**src/inc/dci_pkg.sv**
```systemverilog
/*
 Constants, types and states shared by the debug command interpreter.
 Assumes a byte-wide serial transceiver with auto-baud outside the block.
*/
// Function
// - Command byte, arguments, then ordered response bytes
// - Outside debug: only revision, status, control
// - Read protect disables PC, register read
// - 00H returns revision, major byte first
// - 02H returns one status byte
// - 16-bit runtime counter, saturates at FFFFH
// - 03H returns runtime counter, high first
// - Runtime counter valid only before data commands; runtime_ff restarts when a 04H write clears the debug bit
// - 04H takes one byte into control
// - Read protect: debug bit sets, never clears
// - 05H returns one control register byte
// - 06H loads PC, discarded when gated
// - 07H returns PC, or FFFFH when gated
// - Size zero means 256 data bytes
// - Register write outside debug: consume, discard
// - Read protect: only flash control writes apply
// - Read protect: flash command only mass erase
// - 09H reads 1 to 256 register bytes
// - Gated register read returns FFH bytes
// - Bytes framed 8N1.5 by external transceiver
// - Serial error aborts command, sends break
package dci_pkg;
   localparam logic [7:0] CMD_REV = 8'h00;
   localparam logic [7:0] CMD_STAT = 8'h02;
   localparam logic [7:0] CMD_RUNTIME = 8'h03;
   localparam logic [7:0] CMD_CTL_WR = 8'h04;
   localparam logic [7:0] CMD_CTL_RD = 8'h05;
   localparam logic [7:0] CMD_PC_WR = 8'h06;
   localparam logic [7:0] CMD_PC_RD = 8'h07;
   localparam logic [7:0] CMD_REG_WR = 8'h08;
   localparam logic [7:0] CMD_REG_RD = 8'h09;
   // Control register layout
   localparam int CTL_MODE_BIT = 7;
   localparam int CTL_BRKEN_BIT = 6;
   localparam int CTL_RST_BIT = 0;
   localparam logic [7:0] CTL_RESET = 8'h00;
   localparam logic [7:0] CTL_WR_MASK = 8'he1;
   localparam logic [7:0] ALL_ONES_BYTE = 8'hff;
   localparam logic [15:0] ALL_ONES_WORD = 16'hffff;
   localparam logic [15:0] RUNTIME_MAX = 16'hffff;
   localparam logic [8:0] BLOCK_MAX = 9'h100;
   // Revision value is arbitrary
   localparam logic [15:0] REVISION_DEFAULT = 16'h0100;
   // Flash control register window and mass erase code
   localparam logic [11:0] FLASH_CTL_FIRST = 12'hff8;
   localparam logic [11:0] FLASH_CTL_LAST = 12'hffb;
   localparam logic [11:0] FLASH_CMD_ADDR = 12'hff8;
   localparam logic [7:0] MASS_ERASE_CMD = 8'h63;
   localparam int RESP_FIFO_DEPTH = 16;

   typedef struct packed {
      logic wr;
      logic rd;
      logic [11:0] addr;
      logic [7:0] wdata;
   } dci_rf_req_t;

   typedef enum logic [2:0] {
      S_CMD, S_ARG, S_WDATA, S_RESP, S_RREQ, S_RWAIT
   } dci_state_t;
endpackage : dci_pkg

```
**src/dci_top.sv**
```systemverilog
/*
 Debug command interpreter with its response FIFO.
 Assumes an external transceiver delivering received bytes and errors, and
 draining response bytes; register file reads return data combinationally.
*/
`timescale 1ns/100ps
`default_nettype none

module dci_fifo #(
   parameter int WIDTH = 8,
   parameter int DEPTH = 16
) (
   input wire logic clk,
   input wire logic rst_n,
   input wire logic flush,
   input wire logic in_valid,
   output logic in_ready,
   input wire logic [WIDTH-1:0] in_data,
   output logic out_valid,
   input wire logic out_ready,
   output logic [WIDTH-1:0] out_data
);
   localparam int AW = $clog2(DEPTH);
   logic [WIDTH-1:0] mem_ff [DEPTH];
   logic [AW-1:0] wr_ptr_ff;
   logic [AW-1:0] rd_ptr_ff;
   logic [AW:0] count_ff;
   logic push;
   logic pop;

   // Full and empty from the occupancy count
   assign in_ready = (count_ff != (AW+1)'(DEPTH));
   assign out_valid = (count_ff != '0);
   assign out_data = mem_ff[rd_ptr_ff];
   assign push = in_valid & in_ready;
   assign pop = out_valid & out_ready;

   // Storage write
   always_ff @(posedge clk) begin
      if (push) begin
         mem_ff[wr_ptr_ff] <= in_data;
      end
   end

   // Pointers and count
   always_ff @(posedge clk or negedge rst_n) begin
      if (!rst_n) begin
         wr_ptr_ff <= '0;
         rd_ptr_ff <= '0;
         count_ff <= '0;
      end else if (flush) begin
         wr_ptr_ff <= '0;
         rd_ptr_ff <= '0;
         count_ff <= '0;
      end else begin
         if (push) begin
            wr_ptr_ff <= (wr_ptr_ff == AW'(DEPTH - 1)) ? '0 : wr_ptr_ff + AW'(1);
         end
         if (pop) begin
            rd_ptr_ff <= (rd_ptr_ff == AW'(DEPTH - 1)) ? '0 : rd_ptr_ff + AW'(1);
         end
         if (push && !pop) begin
            count_ff <= count_ff + (AW+1)'(1);
         end else if (pop && !push) begin
            count_ff <= count_ff - (AW+1)'(1);
         end
      end
   end
endmodule : dci_fifo

module dci_top
   import dci_pkg::*;
#(
   parameter logic [15:0] REVISION = REVISION_DEFAULT,
   parameter logic [11:0] FLASH_FIRST = FLASH_CTL_FIRST,
   parameter logic [11:0] FLASH_LAST = FLASH_CTL_LAST,
   parameter logic [11:0] FLASH_CMD = FLASH_CMD_ADDR,
   parameter logic [7:0] MASS_ERASE = MASS_ERASE_CMD,
   parameter int FIFO_DEPTH = RESP_FIFO_DEPTH
) (
   input wire logic clk,
   input wire logic resetn,
   input wire logic rx_valid,
   output logic rx_ready,
   input wire logic [7:0] rx_data,
   input wire logic rx_error,
   output logic tx_valid,
   input wire logic tx_ready,
   output logic [7:0] tx_data,
   output logic tx_break,
   input wire logic read_protect_option,
   input wire logic halt_state,
   input wire logic brk_event,
   input wire logic sys_reset_done,
   output logic halt_debug_state_bit,
   output logic sys_reset_req,
   input wire logic [15:0] pc_value,
   output logic pc_load,
   output logic [15:0] pc_load_value,
   output dci_rf_req_t rf_req,
   input wire logic [7:0] rf_rdata
);
   logic rst_meta_ff;
   logic rst_n_ff;
   dci_state_t state_ff;
   logic [7:0] cmd_ff;
   logic [7:0] arg0_ff;
   logic [7:0] arg1_ff;
   logic [1:0] arg_idx_ff;
   logic [1:0] arg_need_ff;
   logic [15:0] resp_ff;
   logic [1:0] resp_cnt_ff;
   logic [8:0] rem_ff;
   logic [11:0] addr_ff;
   logic [7:0] ctl_ff;
   logic [15:0] runtime_ff;
   logic dbg_prev_ff;
   logic tx_break_ff;
   logic pc_load_ff;
   logic [15:0] pc_load_value_ff;
   dci_rf_req_t rf_req_ff;
   dci_rf_req_t nxt_rf_req;
   logic [7:0] nxt_ctl;
   logic dbg;
   logic priv_ok;
   logic arg_last;
   logic push_valid;
   logic push_ready;
   logic [7:0] push_data;
   logic in_flash;
   logic wr_allowed;
   logic [7:0] status;

   // Reset release through two flops
   always_ff @(posedge clk or negedge resetn) begin
      if (!resetn) begin
         rst_meta_ff <= 1'b0;
         rst_n_ff <= 1'b0;
      end else begin
         rst_meta_ff <= 1'b1;
         rst_n_ff <= rst_meta_ff;
      end
   end

   assign dbg = ctl_ff[CTL_MODE_BIT];
   assign priv_ok = dbg & ~read_protect_option;
   assign status = {dbg, halt_state, read_protect_option, 5'h00};
   assign arg_last = (state_ff == S_ARG) && rx_valid && (arg_idx_ff == arg_need_ff);
   assign rx_ready = (state_ff == S_CMD) || (state_ff == S_ARG) || (state_ff == S_WDATA);
   assign halt_debug_state_bit = dbg;
   assign sys_reset_req = ctl_ff[CTL_RST_BIT];
   assign tx_break = tx_break_ff;
   assign pc_load = pc_load_ff;
   assign pc_load_value = pc_load_value_ff;
   assign rf_req = rf_req_ff;

   // Flash window checks for protected register writes
   assign in_flash = (addr_ff >= FLASH_FIRST) && (addr_ff <= FLASH_LAST);
   always_comb begin
      wr_allowed = 1'b0;
      if (dbg && !read_protect_option) begin
         wr_allowed = 1'b1;
      end else if (dbg && in_flash) begin
         wr_allowed = (addr_ff != FLASH_CMD) || (rx_data == MASS_ERASE);
      end
   end

   // Response byte source for the FIFO
   always_comb begin
      push_valid = 1'b0;
      push_data = ALL_ONES_BYTE;
      if (state_ff == S_RESP) begin
         push_valid = 1'b1;
         push_data = (resp_cnt_ff == 2'd2) ? resp_ff[15:8] : resp_ff[7:0];
      end else if (state_ff == S_RREQ && !priv_ok) begin
         push_valid = 1'b1;
      end else if (state_ff == S_RWAIT) begin
         push_valid = 1'b1;
         push_data = rf_rdata;
      end
   end

   // Command sequencer
   always_ff @(posedge clk or negedge rst_n_ff) begin
      if (!rst_n_ff) begin
         state_ff <= S_CMD;
         cmd_ff <= 8'h00;
         arg0_ff <= 8'h00;
         arg1_ff <= 8'h00;
         arg_idx_ff <= 2'd0;
         arg_need_ff <= 2'd0;
         resp_ff <= 16'h0000;
         resp_cnt_ff <= 2'd0;
         rem_ff <= 9'h000;
         addr_ff <= 12'h000;
      end else if (rx_error) begin
         state_ff <= S_CMD;
      end else begin
         case (state_ff)
            S_CMD: begin
               if (rx_valid) begin
                  cmd_ff <= rx_data;
                  arg_idx_ff <= 2'd0;
                  resp_cnt_ff <= 2'd2;
                  if (rx_data == CMD_REV) begin
                     resp_ff <= REVISION;
                     state_ff <= S_RESP;
                  end else if (rx_data == CMD_STAT) begin
                     resp_ff <= {8'h00, status};
                     resp_cnt_ff <= 2'd1;
                     state_ff <= S_RESP;
                  end else if (rx_data == CMD_RUNTIME) begin
                     resp_ff <= dbg ? runtime_ff : ALL_ONES_WORD;
                     state_ff <= S_RESP;
                  end else if (rx_data == CMD_CTL_RD) begin
                     resp_ff <= {8'h00, ctl_ff};
                     resp_cnt_ff <= 2'd1;
                     state_ff <= S_RESP;
                  end else if (rx_data == CMD_PC_RD) begin
                     resp_ff <= priv_ok ? pc_value : ALL_ONES_WORD;
                     state_ff <= S_RESP;
                  end else if (rx_data == CMD_CTL_WR) begin
                     arg_need_ff <= 2'd0;
                     state_ff <= S_ARG;
                  end else if (rx_data == CMD_PC_WR) begin
                     arg_need_ff <= 2'd1;
                     state_ff <= S_ARG;
                  end else if (rx_data == CMD_REG_WR || rx_data == CMD_REG_RD) begin
                     arg_need_ff <= 2'd2;
                     state_ff <= S_ARG;
                  end
                  // Other codes leave the sequencer waiting
               end
            end
            S_ARG: begin
               if (rx_valid) begin
                  arg_idx_ff <= arg_idx_ff + 2'd1;
                  if (arg_idx_ff == 2'd0) begin
                     arg0_ff <= rx_data;
                  end else if (arg_idx_ff == 2'd1) begin
                     arg1_ff <= rx_data;
                  end
                  if (arg_last) begin
                     addr_ff <= {arg0_ff[3:0], arg1_ff};
                     rem_ff <= (rx_data == 8'h00) ? BLOCK_MAX : {1'b0, rx_data};
                     if (cmd_ff == CMD_REG_WR) begin
                        state_ff <= S_WDATA;
                     end else if (cmd_ff == CMD_REG_RD) begin
                        state_ff <= S_RREQ;
                     end else begin
                        state_ff <= S_CMD;
                     end
                  end
               end
            end
            S_WDATA: begin
               if (rx_valid) begin
                  addr_ff <= addr_ff + 12'h001;
                  rem_ff <= rem_ff - 9'h001;
                  if (rem_ff == 9'h001) begin
                     state_ff <= S_CMD;
                  end
               end
            end
            S_RESP: begin
               if (push_ready) begin
                  resp_cnt_ff <= resp_cnt_ff - 2'd1;
                  if (resp_cnt_ff == 2'd1) begin
                     state_ff <= S_CMD;
                  end
               end
            end
            S_RREQ: begin
               if (push_ready && priv_ok) begin
                  state_ff <= S_RWAIT;
               end else if (push_ready) begin
                  addr_ff <= addr_ff + 12'h001;
                  rem_ff <= rem_ff - 9'h001;
                  if (rem_ff == 9'h001) begin
                     state_ff <= S_CMD;
                  end
               end
            end
            S_RWAIT: begin
               addr_ff <= addr_ff + 12'h001;
               rem_ff <= rem_ff - 9'h001;
               state_ff <= (rem_ff == 9'h001) ? S_CMD : S_RREQ;
            end
            default: state_ff <= S_CMD;
         endcase
      end
   end

   // Control register write value
   always_comb begin
      nxt_ctl = ctl_ff;
      if (arg_last && cmd_ff == CMD_CTL_WR && !rx_error) begin
         nxt_ctl = rx_data & CTL_WR_MASK;
         nxt_ctl[CTL_MODE_BIT] = rx_data[CTL_MODE_BIT] | (read_protect_option & dbg);
      end else if (sys_reset_done) begin
         nxt_ctl[CTL_RST_BIT] = 1'b0;
      end
      if (brk_event && ctl_ff[CTL_BRKEN_BIT]) begin
         nxt_ctl[CTL_MODE_BIT] = 1'b1;
      end
   end

   // Control register, survives serial errors
   always_ff @(posedge clk or negedge rst_n_ff) begin
      if (!rst_n_ff) begin
         ctl_ff <= CTL_RESET;
      end else begin
         ctl_ff <= nxt_ctl;
      end
   end

   // Runtime counter: restarts on leaving debug, frozen inside
   always_ff @(posedge clk or negedge rst_n_ff) begin
      if (!rst_n_ff) begin
         runtime_ff <= 16'h0000;
         dbg_prev_ff <= 1'b0;
      end else begin
         dbg_prev_ff <= dbg;
         if (dbg_prev_ff && !dbg) begin
            runtime_ff <= 16'h0000;
         end else if (!dbg && runtime_ff != RUNTIME_MAX) begin
            runtime_ff <= runtime_ff + 16'h0001;
         end
      end
   end

   // Register file request, write gating and PC load
   always_comb begin
      nxt_rf_req.wr = (state_ff == S_WDATA) && rx_valid && wr_allowed && !rx_error;
      nxt_rf_req.rd = (state_ff == S_RREQ) && priv_ok && push_ready && !rx_error;
      nxt_rf_req.addr = addr_ff;
      nxt_rf_req.wdata = rx_data;
   end

   always_ff @(posedge clk or negedge rst_n_ff) begin
      if (!rst_n_ff) begin
         rf_req_ff <= '0;
         pc_load_ff <= 1'b0;
         pc_load_value_ff <= 16'h0000;
         tx_break_ff <= 1'b0;
      end else begin
         rf_req_ff <= nxt_rf_req;
         pc_load_ff <= arg_last && (cmd_ff == CMD_PC_WR) && priv_ok && !rx_error;
         if (arg_last && cmd_ff == CMD_PC_WR) begin
            pc_load_value_ff <= {arg0_ff, rx_data};
         end
         tx_break_ff <= rx_error;
      end
   end

   // Response FIFO; a full FIFO stalls the sequencer
   dci_fifo #(
      .WIDTH(8),
      .DEPTH(FIFO_DEPTH)
   ) u_resp_fifo (
      .clk(clk),
      .rst_n(rst_n_ff),
      .flush(rx_error),
      .in_valid(push_valid),
      .in_ready(push_ready),
      .in_data(push_data),
      .out_valid(tx_valid),
      .out_ready(tx_ready),
      .out_data(tx_data)
   );
endmodule : dci_top

`default_nettype wire

```
**config.mk**
```make
export PLATFORM = sky130hd
export DESIGN_NAME = dci_top
export DESIGN_NICKNAME = d
export VERILOG_FILES = /design/src/inc/dci_pkg.sv /design/src/dci_top.sv
export SDC_FILE = /design/constraint.sdc
export NUM_CORES = 1
export LEC_CHECK = 0
export ABC_CLOCK_PERIOD_IN_PS = 5000
export BUFFER_PORTS_ARGS = -buffer_cell sky130_fd_sc_hd__buf_2
export CORE_ASPECT_RATIO = 0.6
export CORE_MARGIN = 2
export CORE_UTILIZATION = 60
export DETAILED_ROUTE_END_ITERATION = 10
export PLACE_DENSITY = 0.8
export SLEW_MARGIN = 5
export SYNTH_ARGS = -nofsm -noshare
export SYNTH_HDL_FRONTEND = slang
export SYNTH_SLANG_ARGS = --single-unit
```
**constraint.sdc**
```tcl
create_clock -name clk -period 5 [get_ports clk]
set_input_delay 1.25 -clock clk [delete_from_list [all_inputs] [get_ports clk]]
set_output_delay 1.25 -clock clk [all_outputs]
set_load 0.01 [all_outputs]
```
==> flow_metrics.py, run 1 <==
metrics = {
    "setup_path": {
        "ff2ff_path_depth": 9,
        "crit_path_end_kind": "output pin",
        "worstPathArrival_ps": 2880,
        "cp-startpoint": "u_resp_fifo.rd_ptr_ff[0]",
        "reg2reg_from": "state_ff[2]",
        "crit_type": "reg2out",
        "required_ps": 3750,
        "cp-start-kind": "flip-flop",
        "crit_path_max_fanout": 35,
    },
    "cells_and_area": {
        "n_fill_cell": 1391,
        "layout_commonest_cell": "dfrtp_1",
        "antenna_cells": 0,
        "layout_common_cells": "dfrtp_1 (144), edfxtp_1 (128), buf_2 (92)",
        "drive_gt1_share_pct": 19.74,
        "finish.net_count": 1120,
        "area_growth_pct": 12.07,
    },
    "drt": {
        "ant_nets": 0,
        "vias": 8583,
        "wl_per_cell_um": 21.32,
        "remaining_drc_errors": 0,
        "routed_via_density": 6.348,
        "drt_iter0_markers": 1118,
        "firstDrtPassIters": 5,
        "wl_um": 28820,
    },
    "sta": {
        "worst_clock_skew_ps": 21.31,
        "drv_slew": 0,
        "setup_violations": 0,
        "rsz0062_at_grt": "false",
        "slew-limit-headroom_pct": 13.53,
        "tns_ps": 0,
        "final-hold-violation-count": 0,
        "min_period_ps": 4130,
        "tightestPinTransition_ps": 1297,
        "period_share_pct": 82.61,
        "whs_ps": 359.6,
        "max_freq_ghz": 0.2421,
    },
    "yosys": {
        "synth_top_cell_by_area": "edfxtp_1",
        "ys_seq_elements": 274,
        "synth_top_area_share_pct": 31.17,
        "netlist_instances": 984,
        "ys_seq_area_share_pct": 60.79,
        "synth_edf_count": 128,
        "syn_nets": 1043,
        "ys_warn_count": 0,
        "synth_area_leaders": "edfxtp_1 (31%), dfrtp_1 (30%), mux2_2 (3.7%), mux2i_1 (3.7%), mux4_2 (2.9%)",
        "async_reset_ff_share_pct": 53.28,
        "postSynthAreaPerCell_um2": 12.53,
        "synth.distinct_cells": 74,
        "synth_ff_type": "dfrtp_1",
        "syn-cell-area_mm2": 0.01233,
    },
    "place": {
        "place_congestion": 0.8872,
        "portBuffers": 92,
        "hpwl_um": 19480,
    },
    "global_routing": {
        "grt_start_max_net_pins": 145,
        "gr-total-overflow": 0,
        "antenna_found_initial": 0,
        "track_usage_pct": 27.02,
        "grt_pass1_wl_um": 44930,
        "grt_pass1_vias": 7974,
    },
    "die": {
        "start_util_pct": 61.45,
        "core_area_mm2": 0.02007,
        "row_count": 40,
        "dieArea_mm2": 0.02176,
        "die_w_um": 189.1,
        "die_h_um": 115.1,
        "io_pins": 93,
    },
    "job": {
        "cap_violations": 0,
    },
    "cts": {
        "cts_tree": "built",
        "root_buffer": "clkbuf_16",
        "ctsHoldBuffers": 0,
        "cts_made_buffers": 25,
        "ctsResizeCount": 0,
        "path_clk_slew_ps": 70,
        "cts_num_sinks": 274,
        "post-cts-setup-buffer-count": 0,
        "clk_latency_ps": 530,
        "htree_num_levels": 1,
        "cts_buffer_depth": 3,
    },
    "hold_path": {
        "hp-start": "rst_meta_ff",
        "hold_path_depth": 0,
        "hold_path_class": "reg2reg",
    },
    "power": {
        "p_per_area_mw_per_mm2": 432.1,
        "irDropWorstVdd_mv": 0.3734,
        "power_mw": 5.972,
        "leakagePower_nw": 5.502,
    },
    "status": {
        "status": "finished, final reports clean",
    },
}
[worst max-delay path: stages, from the launching register on]
cell and delay (ps):
dfrtp_2 1040, buf_12 280, mux4_2 590, a22oi_1 180, nand2_1 90, buf_2 150
[per-layer routing]
metal	vias to the layer above	GRT usage, %	share of wire [%]
met2	444	36.58	41
met1	4242	44.38	47
met5	-	0	0
met3	42	6.288	10
met4	0	5.313	1.6
li1	3855	-	-
[cell type report]
type                       count  area, um2  share of cell area (%)
clock buffer                  26      629.4                   4.553
clock inverter                19      163.9                   1.186
inverter                      29      108.9                  0.7875
multi-input combinational    628       4508                   32.62
sequential                   274       7502                   54.28
tap                          273      341.6                   2.471
timing repair buffer         103      568.0                   4.110
[registers in the layout, summed over array words and instances (netlist names), 5 cells and up]
signal,flops
u_resp_fifo.mem_ff,128
arg1_ff,8
pc_load_value,16
rf_req,22
u_resp_fifo.count_ff,5
arg0_ff,8
rem_ff,9
runtime_ff,16
cmd_ff,8
addr_ff,12
resp_ff,16
[power breakdown]
part	internal (mW)	total [mW]	switching [mW]
sequential	2.61	2.94	0.331
combinational	0.552	1.18	0.624
clock	1.06	1.86	0.795
total	4.22	5.97	1.75
[logic make-up (layout without fill, tap and decap cells)]
family,after synthesis,count (layout),share of synthesized area [%]
muxes,101,101,10.23
buffers and inverters,82,177,2.688
and+or+nand+nor,272,272,11.46
xor gates and xnor gates,19,19,1.349
other,1,1,0.03041
AOI/OAI and AO/OA,217,217,11.57
adders and majority gates,18,18,1.887
DFF,274,274,60.79
[stage by stage]
step                      instances  setup slack (ps)  area [um2]  utilization (%)
final                          1352             869.6       13820            68.87
after global routing           1352             722.7       13820            68.87
after CTS                      1352             870.0       13820            68.85
after detailed placement       1307              1037       13030            64.90
after global placement         1307              1143       13030            64.90
after floorplan                 984             630.9       12330                -
[final timing paths]
kind                       slack [ps]                       end
setup / recovery                  870                tx_data[6]
hold / removal                    360                  rst_n_ff
setup reg to reg                 1590   u_resp_fifo.count_ff[4]
hold reg to reg                   360                  rst_n_ff
max in group asynchronous        3960  u_resp_fifo.rd_ptr_ff[0]
min in group asynchronous         460            runtime_ff[15]
[synthesized netlist by cell type, types with 10 or more instances]
cell and count:
nor2b_1 11, a21oi_1 40, and3_1 13, a221oi_1 19, ha_1 17, a31oi_1 20
dfrtp_1 146, a22oi_1 10, xor2_1 11, inv_1 29, edfxtp_1 128, and2_1 16
o22ai_1 21, nand3_1 29, mux2i_1 45, mux2_2 40, nor3_1 19, o21ai_0 54
clkbuf_1 36, nor2_1 48, buf_2 13, nand2_1 78, mux4_2 16
Power figures use the tool's default switching activity.
==> inputs of run 2 (changes only) <==
ABC_CLOCK_PERIOD_IN_PS = 4050   (was 5000)
clock period = 4.05 ns   (was 5 ns; I/O delays follow)
==> run 2 against run 1 <==
Against the previous run:
- first-iteration DRC count decreased by 12%
- clock power up 24%
- sequential share of layout area fell by 0.17 points
- highest routed layer unchanged
- setup slack worse by 620 ps
- die area did not move
- total power grew 23%
- critical path depth increased by 1
- cell area rose by 0.32%
- via count up 0.42%
- cell count grew 0.44%
==> flow_metrics.py, run 2 (synthesis results as in run 1) <==
metrics = {
    "sta": {
        "period_share_pct": 93.73,
        "tns_ps": 0,
        "setup_violations": 0,
        "min_period_ps": 3796,
        "slew-limit-headroom_pct": 9.461,
        "drv_slew": 0,
        "worst_clock_skew_ps": 9.462,
        "tightestPinTransition_ps": 1358,
        "max_freq_ghz": 0.2634,
        "rsz0062_at_grt": "false",
        "final-hold-violation-count": 0,
    },
    "drt": {
        "ant_nets": 0,
        "wl_um": 28920,
        "remaining_drc_errors": 0,
        "vias": 8619,
        "drt_iter0_markers": 986,
        "firstDrtPassIters": 5,
        "wl_per_cell_um": 21.30,
        "routed_via_density": 6.347,
    },
    "power": {
        "swShare_pct": 29.57,
        "p_switching_mw": 2.180,
        "p_int_mw": 5.191,
        "leakagePower_nw": 5.542,
        "p_per_area_mw_per_mm2": 531.6,
        "irDropWorstVdd_mv": 0.3328,
        "p_clk_share_pct": 31.2,
        "power_mw": 7.371,
        "combPwrFrac_pct": 19.9,
        "seq_power_share_pct": 48.9,
    },
    "setup_path": {
        "crit_slowest_cell": "dfrtp_2",
        "crit_path_max_fanout": 36,
        "required_ps": 3040,
        "crit_path_cell_trace": "buf_12 > mux2i_1 > a221oi_1 > o21ai_0 > nand2_1 > buf_2",
        "path_delay_family": "flip-flops",
        "ff2ff_path_depth": 9,
        "crit_type": "reg2out",
        "crit_path_end_kind": "output pin",
        "slowest_delay_ps": 780,
        "path_buf_inv": 2,
        "cp.depth": 6,
        "cp-start-kind": "flip-flop",
        "worstPathArrival_ps": 2780,
    },
    "cells_and_area": {
        "drive_gt1_share_pct": 20.00,
        "layout_commonest_cell": "dfrtp_1",
        "area_growth_pct": 12.43,
        "n_fill_cell": 1385,
        "antenna_cells": 0,
        "design_area_mm2": 0.01387,
        "finish.net_count": 1126,
        "layout_common_cells": "dfrtp_1 (144), edfxtp_1 (128), buf_2 (92)",
        "largest_reg_flops": 128,
        "top_register": "u_resp_fifo.mem_ff",
    },
    "status": {
        "status": "finished, final reports clean",
    },
    "cts": {
        "clk_latency_ps": 520,
        "cts_num_sinks": 274,
        "post-cts-setup-buffer-count": 0,
        "cts_buffer_depth": 3,
        "cts_made_buffers": 25,
        "cts_tree": "built",
        "htree_num_levels": 1,
        "path_clk_slew_ps": 60,
        "root_buffer": "clkbuf_16",
        "ctsResizeCount": 0,
        "ctsHoldBuffers": 0,
    },
    "global_routing": {
        "grt_start_max_net_pins": 76,
        "antenna_found_initial": 0,
        "grt_pass1_vias": 7994,
        "gr-total-overflow": 0,
        "track_usage_pct": 27.14,
        "grt_pass1_wl_um": 45150,
    },
    "place": {
        "place_congestion": 0.8902,
        "portBuffers": 92,
        "postPlaceCellArea_mm2": 0.01307,
        "hpwl_um": 19720,
    },
    "die": {
        "io_pins": 93,
        "die_w_um": 189.1,
        "core_area_mm2": 0.02007,
        "start_util_pct": 61.45,
        "row_count": 40,
        "dieArea_mm2": 0.02176,
        "die_h_um": 115.1,
    },
    "hold_path": {
        "hold_path_class": "in2async",
    },
    "job": {
        "cap_violations": 0,
    },
}
run 2: cell types whose count changed in the layout (fill, tap and decap cells not counted), sizes merged:
cell	previous run	this run
buf	103	109
clkinvlp	5	1
clkinv	11	9
bufinv	3	1
clkbuf	26	33
inv	29	30
run 2: metrics by stage:
stage | hold slack [ps] | worst slack, ps | utilization (%) | cells
floorplan | 331.1 | 829.0 | - | 984
global placement | 337.3 | 629.0 | 65.12 | 1313
detailed placement | 341.2 | 533.1 | 65.12 | 1313
CTS | 251.0 | 257.3 | 69.09 | 1358
global route | 250.1 | 83.83 | 69.09 | 1358
finish | 267.4 | 254.1 | 69.09 | 1358
run 2: final cells by class:
type	instances	area [um2]	share of cell area, %
Clock buffer	33	706.9	5.098
Timing Repair Buffer	109	613.1	4.422
Multi-Input combinational cell	628	4504	32.49
Clock inverter	12	88.84	0.6407
Inverter	29	108.9	0.7851
Sequential cell	274	7502	54.11
Tap cell	273	341.6	2.463
run 2: metal layers:
layer / track usage, % / vias to the layer above / wire length [um]
met5: 0 / - / 0
met3: 5.647 / 31 / 3049
met1: 44.84 / 4283 / 13520
met4: 4.896 / 0 / 326
met2: 37.22 / 441 / 12030
li1: - / 3864 / -
run 2: worst paths after layout:
path,start,to,slack (ps)
setup / recovery,u_resp_fifo.rd_ptr_ff[0],tx_data[4],250
hold / removal,resetn,rst_n_ff,270
setup reg to reg,u_resp_fifo.count_ff[0],u_resp_fifo.count_ff[4],740
hold reg to reg,rst_meta_ff,rst_n_ff,350
max in group asynchronous,rst_n_ff,arg1_ff[1],2630
min in group clk,rst_meta_ff,rst_n_ff,350
run 2: power by group through the flow:
stage	sequential [mW]	combinational (mW)	clock [mW]
6_report	3.60	1.47	2.30
5_1_grt	3.65	1.62	2.45
2_1_floorplan	3.54	1.07	0
3_5_place_dp	3.64	1.45	0
3_3_place_gp	3.63	1.41	0
4_1_cts	3.59	1.46	2.33
